[src/mscd_params.svh]
// Purpose: Offsets, field positions, reset values and counts for the stop/division block
// Assumes: 32-bit APB data, registers on aligned words, low 16 bits used
// Notes:   Definitions only
`ifndef MSCD_PARAMS_SVH
`define MSCD_PARAMS_SVH

// Register byte offsets
`define MSCD_OFS_MSTOP      12'h000
`define MSCD_OFS_EXT        12'h004
`define MSCD_OFS_SCK        12'h008
`define MSCD_OFS_SBY        12'h00C
`define MSCD_OFS_SLEEP      12'h010
`define MSCD_OFS_STATUS     12'h014

// Reset values and required patterns
`define MSCD_MSTOP_RST      16'h0FFF
`define MSCD_EXT_RST        16'hFFFD
`define MSCD_EXT_ALLSTOP    16'hFFFF

// Stop bits covered by the all-clocks-stop check, with and without the 8-bit timer
`define MSCD_ALL_MASK       16'h3D7F
`define MSCD_NOTMR_MASK     16'h3D7E

// Field positions
`define MSCD_ALL_CLOCKS_STOP_ENABLE_BIT       15
`define MSCD_TMR_BIT        0
`define MSCD_STANDBY_SELECT_BIT       0
`define MSCD_SLEEP_BIT      0
`define MSCD_SCK_W          3

// Counts
`define MSCD_NUM_GATES      14
`define MSCD_DIV_CNT_W      2

`endif

[src/mscd_pkg.sv]
// Purpose: Types shared by the stop/division block
// Assumes: Nothing beyond SystemVerilog
// Notes:   Encodings are written out so status reads are stable
package mscd_pkg;

    // Power state of the device
    typedef enum logic [2:0] {
        MSCD_RUN     = 3'b000,
        MSCD_SLEEP   = 3'b001,
        MSCD_SSTBY   = 3'b010,
        MSCD_ALLSTOP = 3'b011,
        MSCD_HSTBY   = 3'b100
    } mscd_pwr_e;

    // Operating clock ratio
    typedef enum logic [1:0] {
        MSCD_DIV1 = 2'b00,
        MSCD_DIV2 = 2'b01,
        MSCD_DIV4 = 2'b10
    } mscd_div_e;

endpackage

[src/mscd_clk_div.sv]
// Purpose: Operating clock tick at full, half or quarter rate
// Assumes: Ratio changes only at bus-cycle ends, decided upstream
// Notes:   Tick is a one-cycle pulse from a flip-flop
`include "mscd_params.svh"

module mscd_clk_div
    import mscd_pkg::*;
#(
    parameter int CNT_W = `MSCD_DIV_CNT_W
) (
    input  wire logic      pclk,
    input  wire logic      presetn,
    input  wire logic      clear,
    input  wire mscd_div_e ratio,
    output logic           tick
);

    logic [CNT_W-1:0] cnt_reg;
    logic [CNT_W-1:0] mask;

    // Quarter rate needs two counter bits at least
    if (CNT_W < 2) begin : g_chk
        $error("mscd_clk_div: CNT_W must be at least 2");
    end

    // Counter bits that must be zero for a tick
    always_comb begin
        mask = '0;
        case (ratio)
            MSCD_DIV2: mask[0] = 1'b1;
            MSCD_DIV4: mask[1:0] = 2'b11;
            default:   mask = '0;
        endcase
    end

    // Free-running phase counter, restarted by a clear
    always_ff @(posedge pclk or negedge presetn) begin
        if (!presetn) begin
            cnt_reg <= '0;
        end else if (clear) begin
            cnt_reg <= '0;
        end else begin
            cnt_reg <= cnt_reg + 1'b1;
        end
    end

    // Registered tick; full rate ticks every cycle
    always_ff @(posedge pclk or negedge presetn) begin
        if (!presetn) begin
            tick <= 1'b0;
        end else begin
            tick <= ((cnt_reg & mask) == '0);
        end
    end

endmodule

[src/mscd_top.sv]
// Purpose: Module stop gating, clock division and low-power state control
// Assumes: APB slave on pclk; pins pass two flip-flops; wdt and bus-end inputs are on pclk
// Notes:   Gate order on module_clk_en is dma, dtc, tpu, ppg, da23, ad, serial 0..4, tmr, i2c 0, i2c 1
//
// Behaviour
// RQ1: Stop bit one stops module, zero resumes
// RQ2: Bit 15 enables all-clocks-stop on sleep
// RQ3: Upper stop bits map dma, dtc, tpu, ppg, da
// RQ4: Lower stop bits map ad, serial, 8-bit timer
// RQ5: Software sets extension register per all-stop use
// RQ6: Reserved extension bits readable, writable, reset one; here bit 1 resets to zero (reset value FFFD)
// RQ7: Extension bits 4 and 3 stop i2c
// RQ8: Division takes effect at bus cycle end
// RQ9: Everything runs from the selected divided clock
// RQ10: Zero select returns full speed at cycle end
// RQ11: Sleep when standby-select clear; division kept
// RQ12: Software standby when set; division kept
// RQ13: Reset pin or watchdog clears division
// RQ14: Hardware standby pin low forces standby
// RQ15: Stopped module clock gated, resumes on clear
//
// Local design decisions: the placing of the registers and the APB slave port.
`include "mscd_params.svh"

module mscd_top
    import mscd_pkg::*;
#(
    parameter int ADDR_W = 12
) (
    input  wire logic                       pclk,
    input  wire logic                       presetn,
    input  wire logic                       psel,
    input  wire logic                       penable,
    input  wire logic                       pwrite,
    input  wire logic [ADDR_W-1:0]          paddr,
    input  wire logic [31:0]                pwdata,
    output logic      [31:0]                prdata,
    output logic                            pready,
    output logic                            pslverr,
    input  wire logic                       bus_cycle_end,
    input  wire logic                       irq_wake,
    input  wire logic                       ext_irq_wake,
    input  wire logic                       watchdog_overflow,
    input  wire logic                       external_reset_pin_n,
    input  wire logic                       hardware_standby_pin_n,
    output logic                            cpu_clk_en,
    output logic                            bus_master_clk_en,
    output logic [`MSCD_NUM_GATES-1:0]      module_clk_en,
    output logic                            osc_stop,
    output mscd_pwr_e                       pwr_state
);

    logic [15:0]             mstop_reg;
    logic [15:0]             ext_reg;
    logic [`MSCD_SCK_W-1:0]  sck_reg;
    logic                    standby_select_reg;
    mscd_div_e               div_reg;
    mscd_pwr_e               state_reg;
    mscd_pwr_e               state_next;
    logic [1:0]              pin_meta_reg;
    logic [1:0]              pin_sync_reg;
    logic                    rst_pin_low;
    logic                    hstby_low;
    logic                    soft_clear;
    logic                    setup_ph;
    logic                    wr_en;
    logic                    sleep_cmd;
    logic                    allstop_ok;
    logic                    sck_legal;
    logic                    tick;
    logic                    periph_run;
    logic [31:0]             stop_vec;
    logic [31:0]             rd_mux;
    logic                    rd_hit;
    logic [11:0]             reg_ofs;
    logic                    addr_hit;

    // Six offset bits plus at least one upper bit that must decode as zero
    if (ADDR_W < 7) begin : g_chk
        $error("mscd_top: ADDR_W must be at least 7");
    end

    // Two flops on each pin; only the second stage is looked at
    always_ff @(posedge pclk or negedge presetn) begin
        if (!presetn) begin
            pin_meta_reg <= 2'b11;
            pin_sync_reg <= 2'b11;
        end else begin
            pin_meta_reg <= {hardware_standby_pin_n, external_reset_pin_n};
            pin_sync_reg <= pin_meta_reg;
        end
    end

    // Reset pin, watchdog overflow and hardware standby all put functions in reset
    assign rst_pin_low = !pin_sync_reg[0];
    assign hstby_low   = !pin_sync_reg[1];
    assign soft_clear  = rst_pin_low || watchdog_overflow || hstby_low; // [RQ13] [RQ14]

    // Offset within the decoded window; any upper address bit set is a miss,
    // so aliases of a register can never be written
    assign reg_ofs   = {6'h00, paddr[5:0]};
    assign addr_hit  = (paddr[ADDR_W-1:6] == '0);

    // APB phases; zero wait states, so the access edge is the write edge
    assign setup_ph  = psel && !penable;
    assign wr_en     = psel && penable && pwrite && addr_hit;
    assign pready    = 1'b1;
    assign sleep_cmd = wr_en && (reg_ofs == `MSCD_OFS_SLEEP) && pwdata[`MSCD_SLEEP_BIT];

    // Prohibited select codes 110 and 111 leave the field unchanged
    assign sck_legal = (pwdata[`MSCD_SCK_W-1:0] <= 3'b101);

    // Module stop register; soft reset restores the power-up pattern
    always_ff @(posedge pclk or negedge presetn) begin
        if (!presetn) begin
            mstop_reg <= `MSCD_MSTOP_RST;
        end else if (soft_clear) begin
            mstop_reg <= `MSCD_MSTOP_RST;
        end else if (wr_en && reg_ofs == `MSCD_OFS_MSTOP) begin
            mstop_reg <= pwdata[15:0]; // [RQ1] [RQ2]
        end
    end

    // Extension register; reserved bits are stored as written, reset to ones except bit 1
    always_ff @(posedge pclk or negedge presetn) begin
        if (!presetn) begin
            ext_reg <= `MSCD_EXT_RST;
        end else if (soft_clear) begin
            ext_reg <= `MSCD_EXT_RST; // [RQ6]
        end else if (wr_en && reg_ofs == `MSCD_OFS_EXT) begin
            ext_reg <= pwdata[15:0]; // [RQ6]
        end
    end

    // Clock select and standby select
    always_ff @(posedge pclk or negedge presetn) begin
        if (!presetn) begin
            sck_reg  <= '0;
            standby_select_reg <= 1'b0;
        end else if (soft_clear) begin
            sck_reg  <= '0; // [RQ13]
            standby_select_reg <= 1'b0;
        end else begin
            if (wr_en && reg_ofs == `MSCD_OFS_SCK && sck_legal) begin
                sck_reg <= pwdata[`MSCD_SCK_W-1:0];
            end
            if (wr_en && reg_ofs == `MSCD_OFS_SBY) begin
                standby_select_reg <= pwdata[`MSCD_STANDBY_SELECT_BIT];
            end
        end
    end

    // Active ratio follows the select field only at a bus-cycle end, so a
    // transfer in flight never sees its clock change under it
    always_ff @(posedge pclk or negedge presetn) begin
        if (!presetn) begin
            div_reg <= MSCD_DIV1;
        end else if (soft_clear) begin
            div_reg <= MSCD_DIV1; // [RQ13]
        end else if (bus_cycle_end) begin
            case (sck_reg)
                3'b000:  div_reg <= MSCD_DIV1; // [RQ10]
                3'b001:  div_reg <= MSCD_DIV2; // [RQ8]
                default: div_reg <= MSCD_DIV4; // [RQ8]
            endcase
        end
    end

    // All-clocks-stop needs the enable, every gated module (timer may run)
    // and the extension register at its all-ones pattern
    assign allstop_ok = mstop_reg[`MSCD_ALL_CLOCKS_STOP_ENABLE_BIT]
                        && ((mstop_reg & `MSCD_NOTMR_MASK) == `MSCD_NOTMR_MASK) // [RQ2]
                        && (ext_reg == `MSCD_EXT_ALLSTOP); // [RQ5]

    // Power state selection; outside hardware standby the ratio register is untouched on entry
    // and exit, which is what brings division back on wake-up
    always_comb begin
        state_next = state_reg;
        case (state_reg)
            MSCD_RUN: begin
                if (sleep_cmd && standby_select_reg) begin
                    state_next = MSCD_SSTBY; // [RQ12]
                end else if (sleep_cmd && allstop_ok) begin
                    state_next = MSCD_ALLSTOP; // [RQ2]
                end else if (sleep_cmd) begin
                    state_next = MSCD_SLEEP; // [RQ11]
                end
            end
            MSCD_SLEEP, MSCD_ALLSTOP: begin
                if (irq_wake) begin
                    state_next = MSCD_RUN; // [RQ11]
                end
            end
            MSCD_SSTBY: begin
                if (ext_irq_wake) begin
                    state_next = MSCD_RUN; // [RQ12]
                end
            end
            MSCD_HSTBY: begin
                state_next = MSCD_RUN;
            end
            default: state_next = MSCD_RUN;
        endcase
        if (hstby_low) begin
            state_next = MSCD_HSTBY; // [RQ14]
        end else if (rst_pin_low || watchdog_overflow) begin
            state_next = MSCD_RUN; // [RQ13]
        end
    end

    always_ff @(posedge pclk or negedge presetn) begin
        if (!presetn) begin
            state_reg <= MSCD_RUN;
        end else begin
            state_reg <= state_next;
        end
    end

    // Operating clock tick at the active ratio
    mscd_clk_div #(
        .CNT_W   (`MSCD_DIV_CNT_W)
    ) u_div (
        .pclk    (pclk),
        .presetn (presetn),
        .clear   (soft_clear),
        .ratio   (div_reg),
        .tick    (tick)
    );

    // CPU only in run; masters also in sleep; peripherals stop in standby
    assign cpu_clk_en        = tick && (state_reg == MSCD_RUN) && !soft_clear; // [RQ9]
    assign bus_master_clk_en = tick && (state_reg == MSCD_RUN || state_reg == MSCD_SLEEP) && !soft_clear; // [RQ9]
    assign periph_run        = (state_reg == MSCD_RUN) || (state_reg == MSCD_SLEEP)
                               || (state_reg == MSCD_ALLSTOP);
    assign osc_stop          = (state_reg == MSCD_SSTBY) || (state_reg == MSCD_HSTBY);
    assign pwr_state         = state_reg;
    assign stop_vec          = {ext_reg, mstop_reg};

    // One gate per peripheral; a gated module keeps its registers since only
    // its enable drops, and it resumes on the first tick after the clear.
    // In all-clocks-stop only the timer may keep running.
    localparam int GATE_BIT [`MSCD_NUM_GATES] = '{13, 12, 11, 10, 8, 6, 1, 2, 3, 4, 5, 0, 19, 20};
    for (genvar g = 0; g < `MSCD_NUM_GATES; g++) begin : g_gate
        if (GATE_BIT[g] == `MSCD_TMR_BIT) begin : g_tmr
            assign module_clk_en[g] = tick && periph_run && !stop_vec[GATE_BIT[g]]; // [RQ4] [RQ15]
        end else begin : g_std
            assign module_clk_en[g] = tick && periph_run && (state_reg != MSCD_ALLSTOP)
                                      && !stop_vec[GATE_BIT[g]]; // [RQ1] [RQ3] [RQ7] [RQ15]
        end
    end

    // Read mux; unmapped offsets return zero with an error
    always_comb begin
        rd_mux = 32'h0000_0000;
        rd_hit = 1'b1;
        case (reg_ofs)
            `MSCD_OFS_MSTOP:  rd_mux[15:0] = mstop_reg;
            `MSCD_OFS_EXT:    rd_mux[15:0] = ext_reg;
            `MSCD_OFS_SCK:    rd_mux[`MSCD_SCK_W-1:0] = sck_reg;
            `MSCD_OFS_SBY:    rd_mux[`MSCD_STANDBY_SELECT_BIT] = standby_select_reg;
            `MSCD_OFS_SLEEP:  rd_mux = 32'h0000_0000;
            `MSCD_OFS_STATUS: rd_mux[5:0] = {allstop_ok, div_reg, state_reg};
            default:          rd_hit = 1'b0;
        endcase
        if (!addr_hit) begin
            rd_hit = 1'b0;
            rd_mux = 32'h0000_0000;
        end
    end

    // Read data and error captured in the setup cycle, valid in the access cycle
    always_ff @(posedge pclk or negedge presetn) begin
        if (!presetn) begin
            prdata  <= 32'h0000_0000;
            pslverr <= 1'b0;
        end else if (setup_ph) begin
            prdata  <= pwrite ? 32'h0000_0000 : rd_mux;
            pslverr <= !rd_hit;
        end
    end
endmodule

[config.mk]
export PLATFORM = sky130hd
export DESIGN_NAME = mscd_top
export DESIGN_NICKNAME = d
export VERILOG_FILES = /design/src/mscd_pkg.sv /design/src/mscd_clk_div.sv /design/src/mscd_top.sv
export VERILOG_INCLUDE_DIRS = /design/src
export SDC_FILE = /design/constraint.sdc
export NUM_CORES = 1
export LEC_CHECK = 0
export BUFFER_PORTS_ARGS = -buffer_cell sky130_fd_sc_hd__buf_2
export CORE_ASPECT_RATIO = 0.6
export CORE_MARGIN = 8
export CORE_UTILIZATION = 50
export DETAILED_ROUTE_END_ITERATION = 16
export PLACE_DENSITY = 0.9
export SYNTH_ARGS = -nofsm -noshare
export SYNTH_HDL_FRONTEND = slang
export SYNTH_SLANG_ARGS = --single-unit
[constraint.sdc]
create_clock -name pclk -period 2.2 [get_ports pclk]
set_input_delay 0.11 -clock pclk [delete_from_list [all_inputs] [get_ports pclk]]
set_output_delay 0.11 -clock pclk [all_outputs]
set_load 0.02 [all_outputs]
==> impl_metrics.csv, run 1 <==
group,metric,value,unit
status,status,"finished clean",
floorplanning,core.rowCount,22,
worst_setup_path,arrival,1.86,ns
floorplanning,pin_count,109,
grt,overflow,0,
timing,rsz0062_at_grt,"false",
worst_setup_path,rrSetupSlack,0.36,ns
min_path,whs_endpoint,"ext_reg[14]$_DFFE_PN1P_",
grt,antenna_found_initial,0,
min_path,whs_path_depth,2,
grt,grt_max_degree,66,
floorplanning,dieArea,9280,um2
cells_and_area,multi_input_area,1350,um2
cells_and_area,n_antenna_cell,0,
power,leakagePower,1.80,nW
worst_setup_path,required,2.09,ns
yosys,netlist_area,3190,um2
yosys,synth_largest_area_cell,"dfrtp_1",
floorplanning,die_w,119,um
timing,fmax,508,MHz
worst_setup_path,endpoint_kind,"output port",
cells_and_area,synthToLayoutAreaGrowth,24.1,%
yosys,synth_edf_count,0,
yosys,postSynth.asyncResetShare,100,%
route,ant_nets,0,
floorplanning,die_h,77.9,um
timing,skew,0.00333,ns
cells_and_area,drive_above_1_share,35.4,%
timing,finalSetupViolCount,0,
yosys,syn_area_per_cell,10.6,um2
floorplanning,start_util,52.0,%
yosys,synthDistinctLibCells,50,
clock_tree,cts_made_buffers,9,
route,drt-pass1-iter-count,7,
placed_design,io_buffers,75,
power,switching_share,24.5,%
clock_tree,cts_htree_levels,3,
timing,fin_crit_sh,89.4,%
power,switchingPower,0.621,mW
placed_design,place_area,3600,um2
power,powerDensity,641,nW/um2
grt,grt_pass1_vias,2764,
yosys,yosysWarnings,0,
route,viasPerCell,5.82,
timing,worst_slack,0.233,ns
yosys,synth_most_common_cell,"dfrtp_1",
worst_setup_path,cpPeakStageDelay,0.43,ns
clock_tree,cts_root_buffer,"clkbuf_8",
worst_setup_path,crit_chain,"inv_1 -> nand3_1 -> buf_4 -> nor2_1 -> buf_2",
cells_and_area,regArea,1670,um2
route,drc,0,
grt,grt_pass1_wl,15000,um
yosys,synth-seq-area-share,52.2,%
yosys,synth_top_area_share,26.7,%
cells_and_area,fin_area,3960,um2
route,wl_met1,3860,um
power,power_frac_seq,47.8,%
route,num_vias,2823,
worst_setup_path,rr_startpoint,"pin_sync_reg[1]$_DFF_PN1_",
yosys,synth-seq-cells,65,
route,dr_wl_met2,4060,um
power,intPower,1.92,mW
grt,grt.total_usage,20.5,%
yosys,synthTopCellsByCount,"dfrtp_1, dfstp_2, nand2_1, o22a_1, nor2_1",
worst_setup_path,cp-start-kind,"register",
yosys,ys.flop_type,"dfrtp_1",
timing,worst_pin_slew,0.804,ns
worst_setup_path,r2r_cells,5,
worst_setup_path,crit_type,"reg -> out",
cells_and_area,finalNonFillerCells,485,
timing,finalHoldViolCount,0,
worst_setup_path,worstReg2RegEnd,"mstop_reg[3]$_DFFE_PN1P_",
clock_tree,clk_latency,0.36,ns
route,top_layer,"met4",
yosys,synth_area_leaders,"dfrtp_1, dfstp_2, o22a_1",
placed_design,dp_hpwl,6920,um
power,p_comb_share,8.6,%
cells_and_area,fin_nets,452,
route,wl,9350,um
clock_tree,cts.sinks,65,
placed_design,place_congestion,0.911,
route,wl_met3,1320,um
clock_tree,ctsLongestPathBuffers,2,
timing,period_needed,1.97,ns
timing,slew_viol_final,0,
clock_tree,path_clk_slew,0.07,ns
yosys,syn_inst,302,
min_path,min_path_type,"in -> reg",
placed_design,pre_cts_ws,0.198,ns
power,clockPowerShare,43.5,%
cells_and_area,fillers,489,
worst_setup_path,path_max_fanout,10,
clock_tree,cts_tree,"built",
route,wire_per_inst,19.3,um
floorplanning,core_area,6140,um2
route,drtIter0Drc,354,
timing,tns,0,ns
timing,slew_headroom,46.4,%
min_path,min_from,"pwdata[14]",
worst_setup_path,cp_slowest_cell,"dfrtp_1",
placed_design,dp.cells,454,
power,ir_drop,0.381,mV
run,drv_cap,0,
==> power by group through the flow <==
stage	clock network (mW)	registers, mW	logic [mW]
final	1.10	1.21	0.219
after global routing	1.18	1.21	0.239
after CTS	1.12	1.21	0.216
after detailed placement	0	1.23	0.194
after global placement	0	1.23	0.190
after floorplan	0	1.24	0.117
==> logic make-up after synthesis <==
kind of cell	after synthesis	synth area share, %
DFF	65	52.2
buffers and inverters	39	7.18
adders and majority gates	1	0.392
xor gates and xnor gates	2	0.549
muxes	10	3.22
and+or+nand+nor	102	16.7
other	2	0.235
AOI/OAI and AO/OA	81	19.5
==> stage by stage <==
| stage | util (%) | hold WS [ns] | power [mW] |
|---|---|---|---|
| 2_1_floorplan | - | -0.186 | 1.35 |
| 3_3_place_gp | 58.6 | 0.216 | 1.42 |
| 3_5_place_dp | 58.6 | 0.217 | 1.43 |
| 4_1_cts | 64.5 | 0.00223 | 2.55 |
| 5_1_grt | 64.5 | 0.00678 | 2.63 |
| 6_report | 64.5 | 0.0107 | 2.54 |
==> worst max-delay path by stage <==
stage / from / endpoint / slack [ns] / depth (start not counted)
floorplan: pin_sync_reg[1]$_DFF_PN1_ / ext_reg[10]$_DFFE_PN1P_ / 0.30 / 6
global placement: paddr[7] / mstop_reg[11]$_DFFE_PN1P_ / 0.22 / 5
detailed placement: paddr[7] / mstop_reg[8]$_DFFE_PN1P_ / 0.20 / 5
CTS: pwr_state[1]$_DFFE_PN0P_ / module_clk_en[6] / 0.27 / 5
global route: pwr_state[1]$_DFFE_PN0P_ / module_clk_en[6] / 0.17 / 5
finish: pwr_state[1]$_DFFE_PN0P_ / module_clk_en[6] / 0.23 / 5
==> cell type report <==
class	count	area share, %
clock inverter	6	2.09
inverter	7	0.664
clock buffer	10	3.22
sequential	65	42.1
tap	84	2.65
multi-input combinational	213	34.2
timing repair buffer	100	15.2
==> layer usage <==
layer	global-route usage [%]	up-vias
met5	0	-
met4	5.77	0
met3	11.6	17
met2	29.6	169
met1	25.8	1376
li1	-	1261
==> critical path, delay by kind of cell (launching register included) <==
kind / cells / cell delay (ns)
buffers and inverters: 3 / 0.62
and+or+nand+nor: 2 / 0.45
DFF: 1 / 0.43
==> placed cells by master, fill, tap and decap left out, types with 3 or more instances in the layout <==
master	n
buf_2	75
mux2i_1	8
nor2_1	22
inv_1	7
dlygate4sd3_1	15
nand3_1	9
a21oi_1	5
nand2b_1	3
nor3_1	4
o21ai_0	15
and3_1	4
buf_4	10
o22a_1	26
a22o_1	4
dfrtp_1	34
nand4_1	8
clkinv_2	3
dfstp_2	31
nor4_1	3
clkbuf_8	9
a22oi_1	13
conb_1	17
nand2_1	31
and2_1	3
==> timing repair <==
action | in CTS | in global routing
hold buffers | 15 | 0
gates resized for setup | 0 | 0
buffers inserted | 0 | 0
endpoints found under the hold margin | 58 | 0
(Power assumes the default switching activity.)
==> run 2, diff against run 1 <==
--- a/config.mk
+++ b/config.mk
@@ -6,10 +6,11 @@
 export SDC_FILE = /design/constraint.sdc
 export NUM_CORES = 1
 export LEC_CHECK = 0
+export ABC_AREA = 1
 export BUFFER_PORTS_ARGS = -buffer_cell sky130_fd_sc_hd__buf_2
 export CORE_ASPECT_RATIO = 0.6
 export CORE_MARGIN = 8
-export CORE_UTILIZATION = 50
+export CORE_UTILIZATION = 51
 export DETAILED_ROUTE_END_ITERATION = 16
 export PLACE_DENSITY = 0.9
 export SYNTH_ARGS = -nofsm -noshare
==> run 2 against run 1 <==
Via count increased by 11%. Setup slack improved by 0.084 ns. Total power is 2.8% lower. Critical path type unchanged. Critical endpoint is now cpu_clk_en. Largest cell class unchanged. Largest power group unchanged.
==> impl_metrics.csv, run 2 <==
group,metric,value,unit
yosys,synth_area_leaders,"dfrtp_1, dfstp_2, nand2_1",
power,powerDensity,593,nW/um2
grt,grt_max_degree,31,
floorplanning,pin_count,109,
cells_and_area,mostFrequentLayoutCells,"nand2_1, buf_2, nor2_1",
worst_setup_path,crit_chain,"nor2_1 -> nand2_2 -> nor3_1 -> buf_2",
timing,skew,0.00855,ns
clock_tree,cts_htree_levels,3,
clock_tree,cts.sinks,65,
yosys,postSynth.asyncResetShare,100,%
yosys,syn_area_per_cell,8.24,um2
cells_and_area,fillers,505,
timing,finalHoldViolCount,0,
timing,worst_pin_slew,0.677,ns
route,drtIter0Drc,355,
status,status,"finished clean",
run,drv_cap,0,
timing,hold_slack,0.0111,ns
power,leakagePower,2.19,nW
route,drc,0,
route,num_vias,3124,
yosys,synth_top_area_share,24.9,%
timing,tns,0,ns
grt,overflow,0,
worst_setup_path,crit_buf_inv,1,
placed_design,io_buffers,75,
route,drt-pass1-iter-count,5,
timing,slew_viol_final,0,
grt,grt_use_met1,25.8,%
grt,grt.total_usage,19.9,%
route,viasPerCell,5.18,
worst_setup_path,cpPeakStageDelay,0.44,ns
yosys,ys.flop_type,"dfrtp_1",
timing,worst_slack,0.316,ns
grt,grt_pass1_vias,3015,
placed_design,place_congestion,0.904,
placed_design,pre_cts_ws,0.561,ns
worst_setup_path,required,2.09,ns
floorplanning,die_h,79.4,um
clock_tree,ctsLongestPathBuffers,2,
yosys,netlist_area,3420,um2
clock_tree,cts_made_buffers,9,
yosys,synth_most_common_cell,"nand2_1",
floorplanning,start_util,51.9,%
yosys,synthTopCellsByCount,"nand2_1, nor2_1, inv_1, dfrtp_1, dfstp_2",
grt,grt_pass1_wl,15100,um
placed_design,dp_hpwl,7010,um
timing,slew_headroom,54.8,%
cells_and_area,fin_nets,567,
worst_setup_path,critPathTopFamily,"simple AND/OR/NAND/NOR gates",
cells_and_area,synthToLayoutAreaGrowth,21.7,%
worst_setup_path,cp-start-kind,"register",
route,ant_nets,0,
worst_setup_path,arrival,1.77,ns
yosys,yosysWarnings,0,
clock_tree,cts_root_buffer,"clkbuf_8",
floorplanning,dieArea,9670,um2
min_path,min_path_type,"in -> reg",
timing,finalSetupViolCount,0,
yosys,synth_edf_count,0,
timing,period_needed,1.88,ns
worst_setup_path,path_max_fanout,15,
floorplanning,core_area,6590,um2
worst_setup_path,crit_type,"reg -> out",
yosys,synth_largest_area_cell,"dfrtp_1",
clock_tree,clk_latency,0.35,ns
yosys,syn_inst,415,
grt,grt_util_met2,30.9,%
grt,use_met3,6.29,%
floorplanning,die_w,122,um
cells_and_area,final_util,63.2,%
timing,rsz0062_at_grt,"false",
grt,grt_most_used_layer,"met2",
timing,fin_crit_sh,85.6,%
worst_setup_path,cp_slowest_cell,"dfrtp_1",
cells_and_area,layout_commonest_cell,"nand2_1",
worst_setup_path,endpoint_kind,"output port",
cells_and_area,drive_above_1_share,30.6,%
yosys,synthDistinctLibCells,36,
cells_and_area,n_antenna_cell,0,
yosys,synth-seq-area-share,48.7,%
power,ir_drop,0.294,mV
timing,fmax,531,MHz
clock_tree,cts_tree,"built",
route,wl,9310,um
grt,antenna_found_initial,0,
floorplanning,core.rowCount,23,
route,wire_per_inst,15.4,um
clock_tree,path_clk_slew,0.07,ns
yosys,synth-seq-cells,65,
run 2: cell types whose count changed in the layout (fill, tap and decap cells not counted), sizes merged, moves of 4 or more:
cell | before | now
a22o | 4 | 0
nand2 | 31 | 98
nor2 | 22 | 75
inv | 7 | 43
nand3 | 9 | 23
o22a | 26 | 0
mux2i | 8 | 0
o21ai | 19 | 27
and3 | 4 | 0
buf | 85 | 81
a21oi | 5 | 28
run 2: power breakdown:
part,leakage [nW],internal [mW],switching [mW]
clock,0.0949,0.555,0.463
sequential,0.788,1.21,0.00780
combinational,1.31,0.0740,0.153
total,2.19,1.84,0.624
run 2: worst reg2reg max path, stage by stage, from the launching register on:
cell	delay [ns]
dfstp_2	0.51
inv_1	0.03
nor2_1	0.13
nand2_2	0.07
buf_4	0.21
nor2_1	0.16
nand2_1	0.07
nor3_1	0.24
nand2_1	0.09
nand2_1	0.06
run 2: layer usage:
metal	routed length, um	up-vias
li1	-	1495
met1	3800	1435
met2	4290	173
met3	1080	21
met4	144	0
met5	0	-
run 2: cell type report:
cell class / count / area [um2] / share of cell area (%)
clock buffer: 10 / 138 / 3.31
clock inverter: 6 / 66.3 / 1.59
inverter: 42 / 160 / 3.85
multi-input combinational: 296 / 1440 / 34.7
sequential: 65 / 1670 / 40.0
tap: 87 / 109 / 2.61
timing repair buffer: 97 / 581 / 13.9
run 2: cell families (layout without fill, tap and decap cells):
family / after synthesis / count (layout) / synth area share (%)
flip-flops: 65 / 65 / 48.7
buffers and inverters: 69 / 155 / 10.8
XOR/XNOR: 1 / 1 / 0.256
adder cells (fa/ha/maj): 1 / 1 / 0.366
AO/OA/AOI/OAI: 69 / 69 / 11.8
other: 2 / 17 / 0.220
AND/OR/NAND/NOR: 208 / 208 / 27.9
run 2: metrics by stage:
| step | power [mW] | std cells | instance area (um2) |
|---|---|---|---|
| 2_1_floorplan | 1.37 | 430 | 3480 |
| 3_3_place_gp | 1.44 | 571 | 3800 |
| 3_5_place_dp | 1.44 | 571 | 3800 |
| 4_1_cts | 2.48 | 603 | 4160 |
| 5_1_grt | 2.56 | 603 | 4160 |
| 6_report | 2.47 | 603 | 4160 |
run 2: timing repair:
item / CTS / global route
buffers inserted: 0 / 0
endpoints found under the setup margin: 0 / 1
hold buffers: 16 / 0
hold endpoints to repair: 32 / 0
resized for setup: 0 / 1
run 2: worst paths after layout:
kind | slack [ns] | startpoint | depth (start not counted) | end
max | 0.32 | pwr_state[1]$_DFFE_PN0P_ | 4 | cpu_clk_en
min | 0.01 | pwdata[5] | 3 | mstop_reg[5]$_DFFE_PN1P_
max reg2reg | 0.58 | pin_sync_reg[0]$_DFF_PN1_ | 9 | pwr_state[0]$_DFFE_PN0P_
min reg2reg | 0.36 | pin_meta_reg[1]$_DFF_PN1_ | 0 | pin_sync_reg[1]$_DFF_PN1_
max in group asynchronous | 1.04 | presetn | 3 | pin_sync_reg[0]$_DFF_PN1_
min in group asynchronous | 0.37 | presetn | 2 | prdata[0]$_DFFE_PN0P_
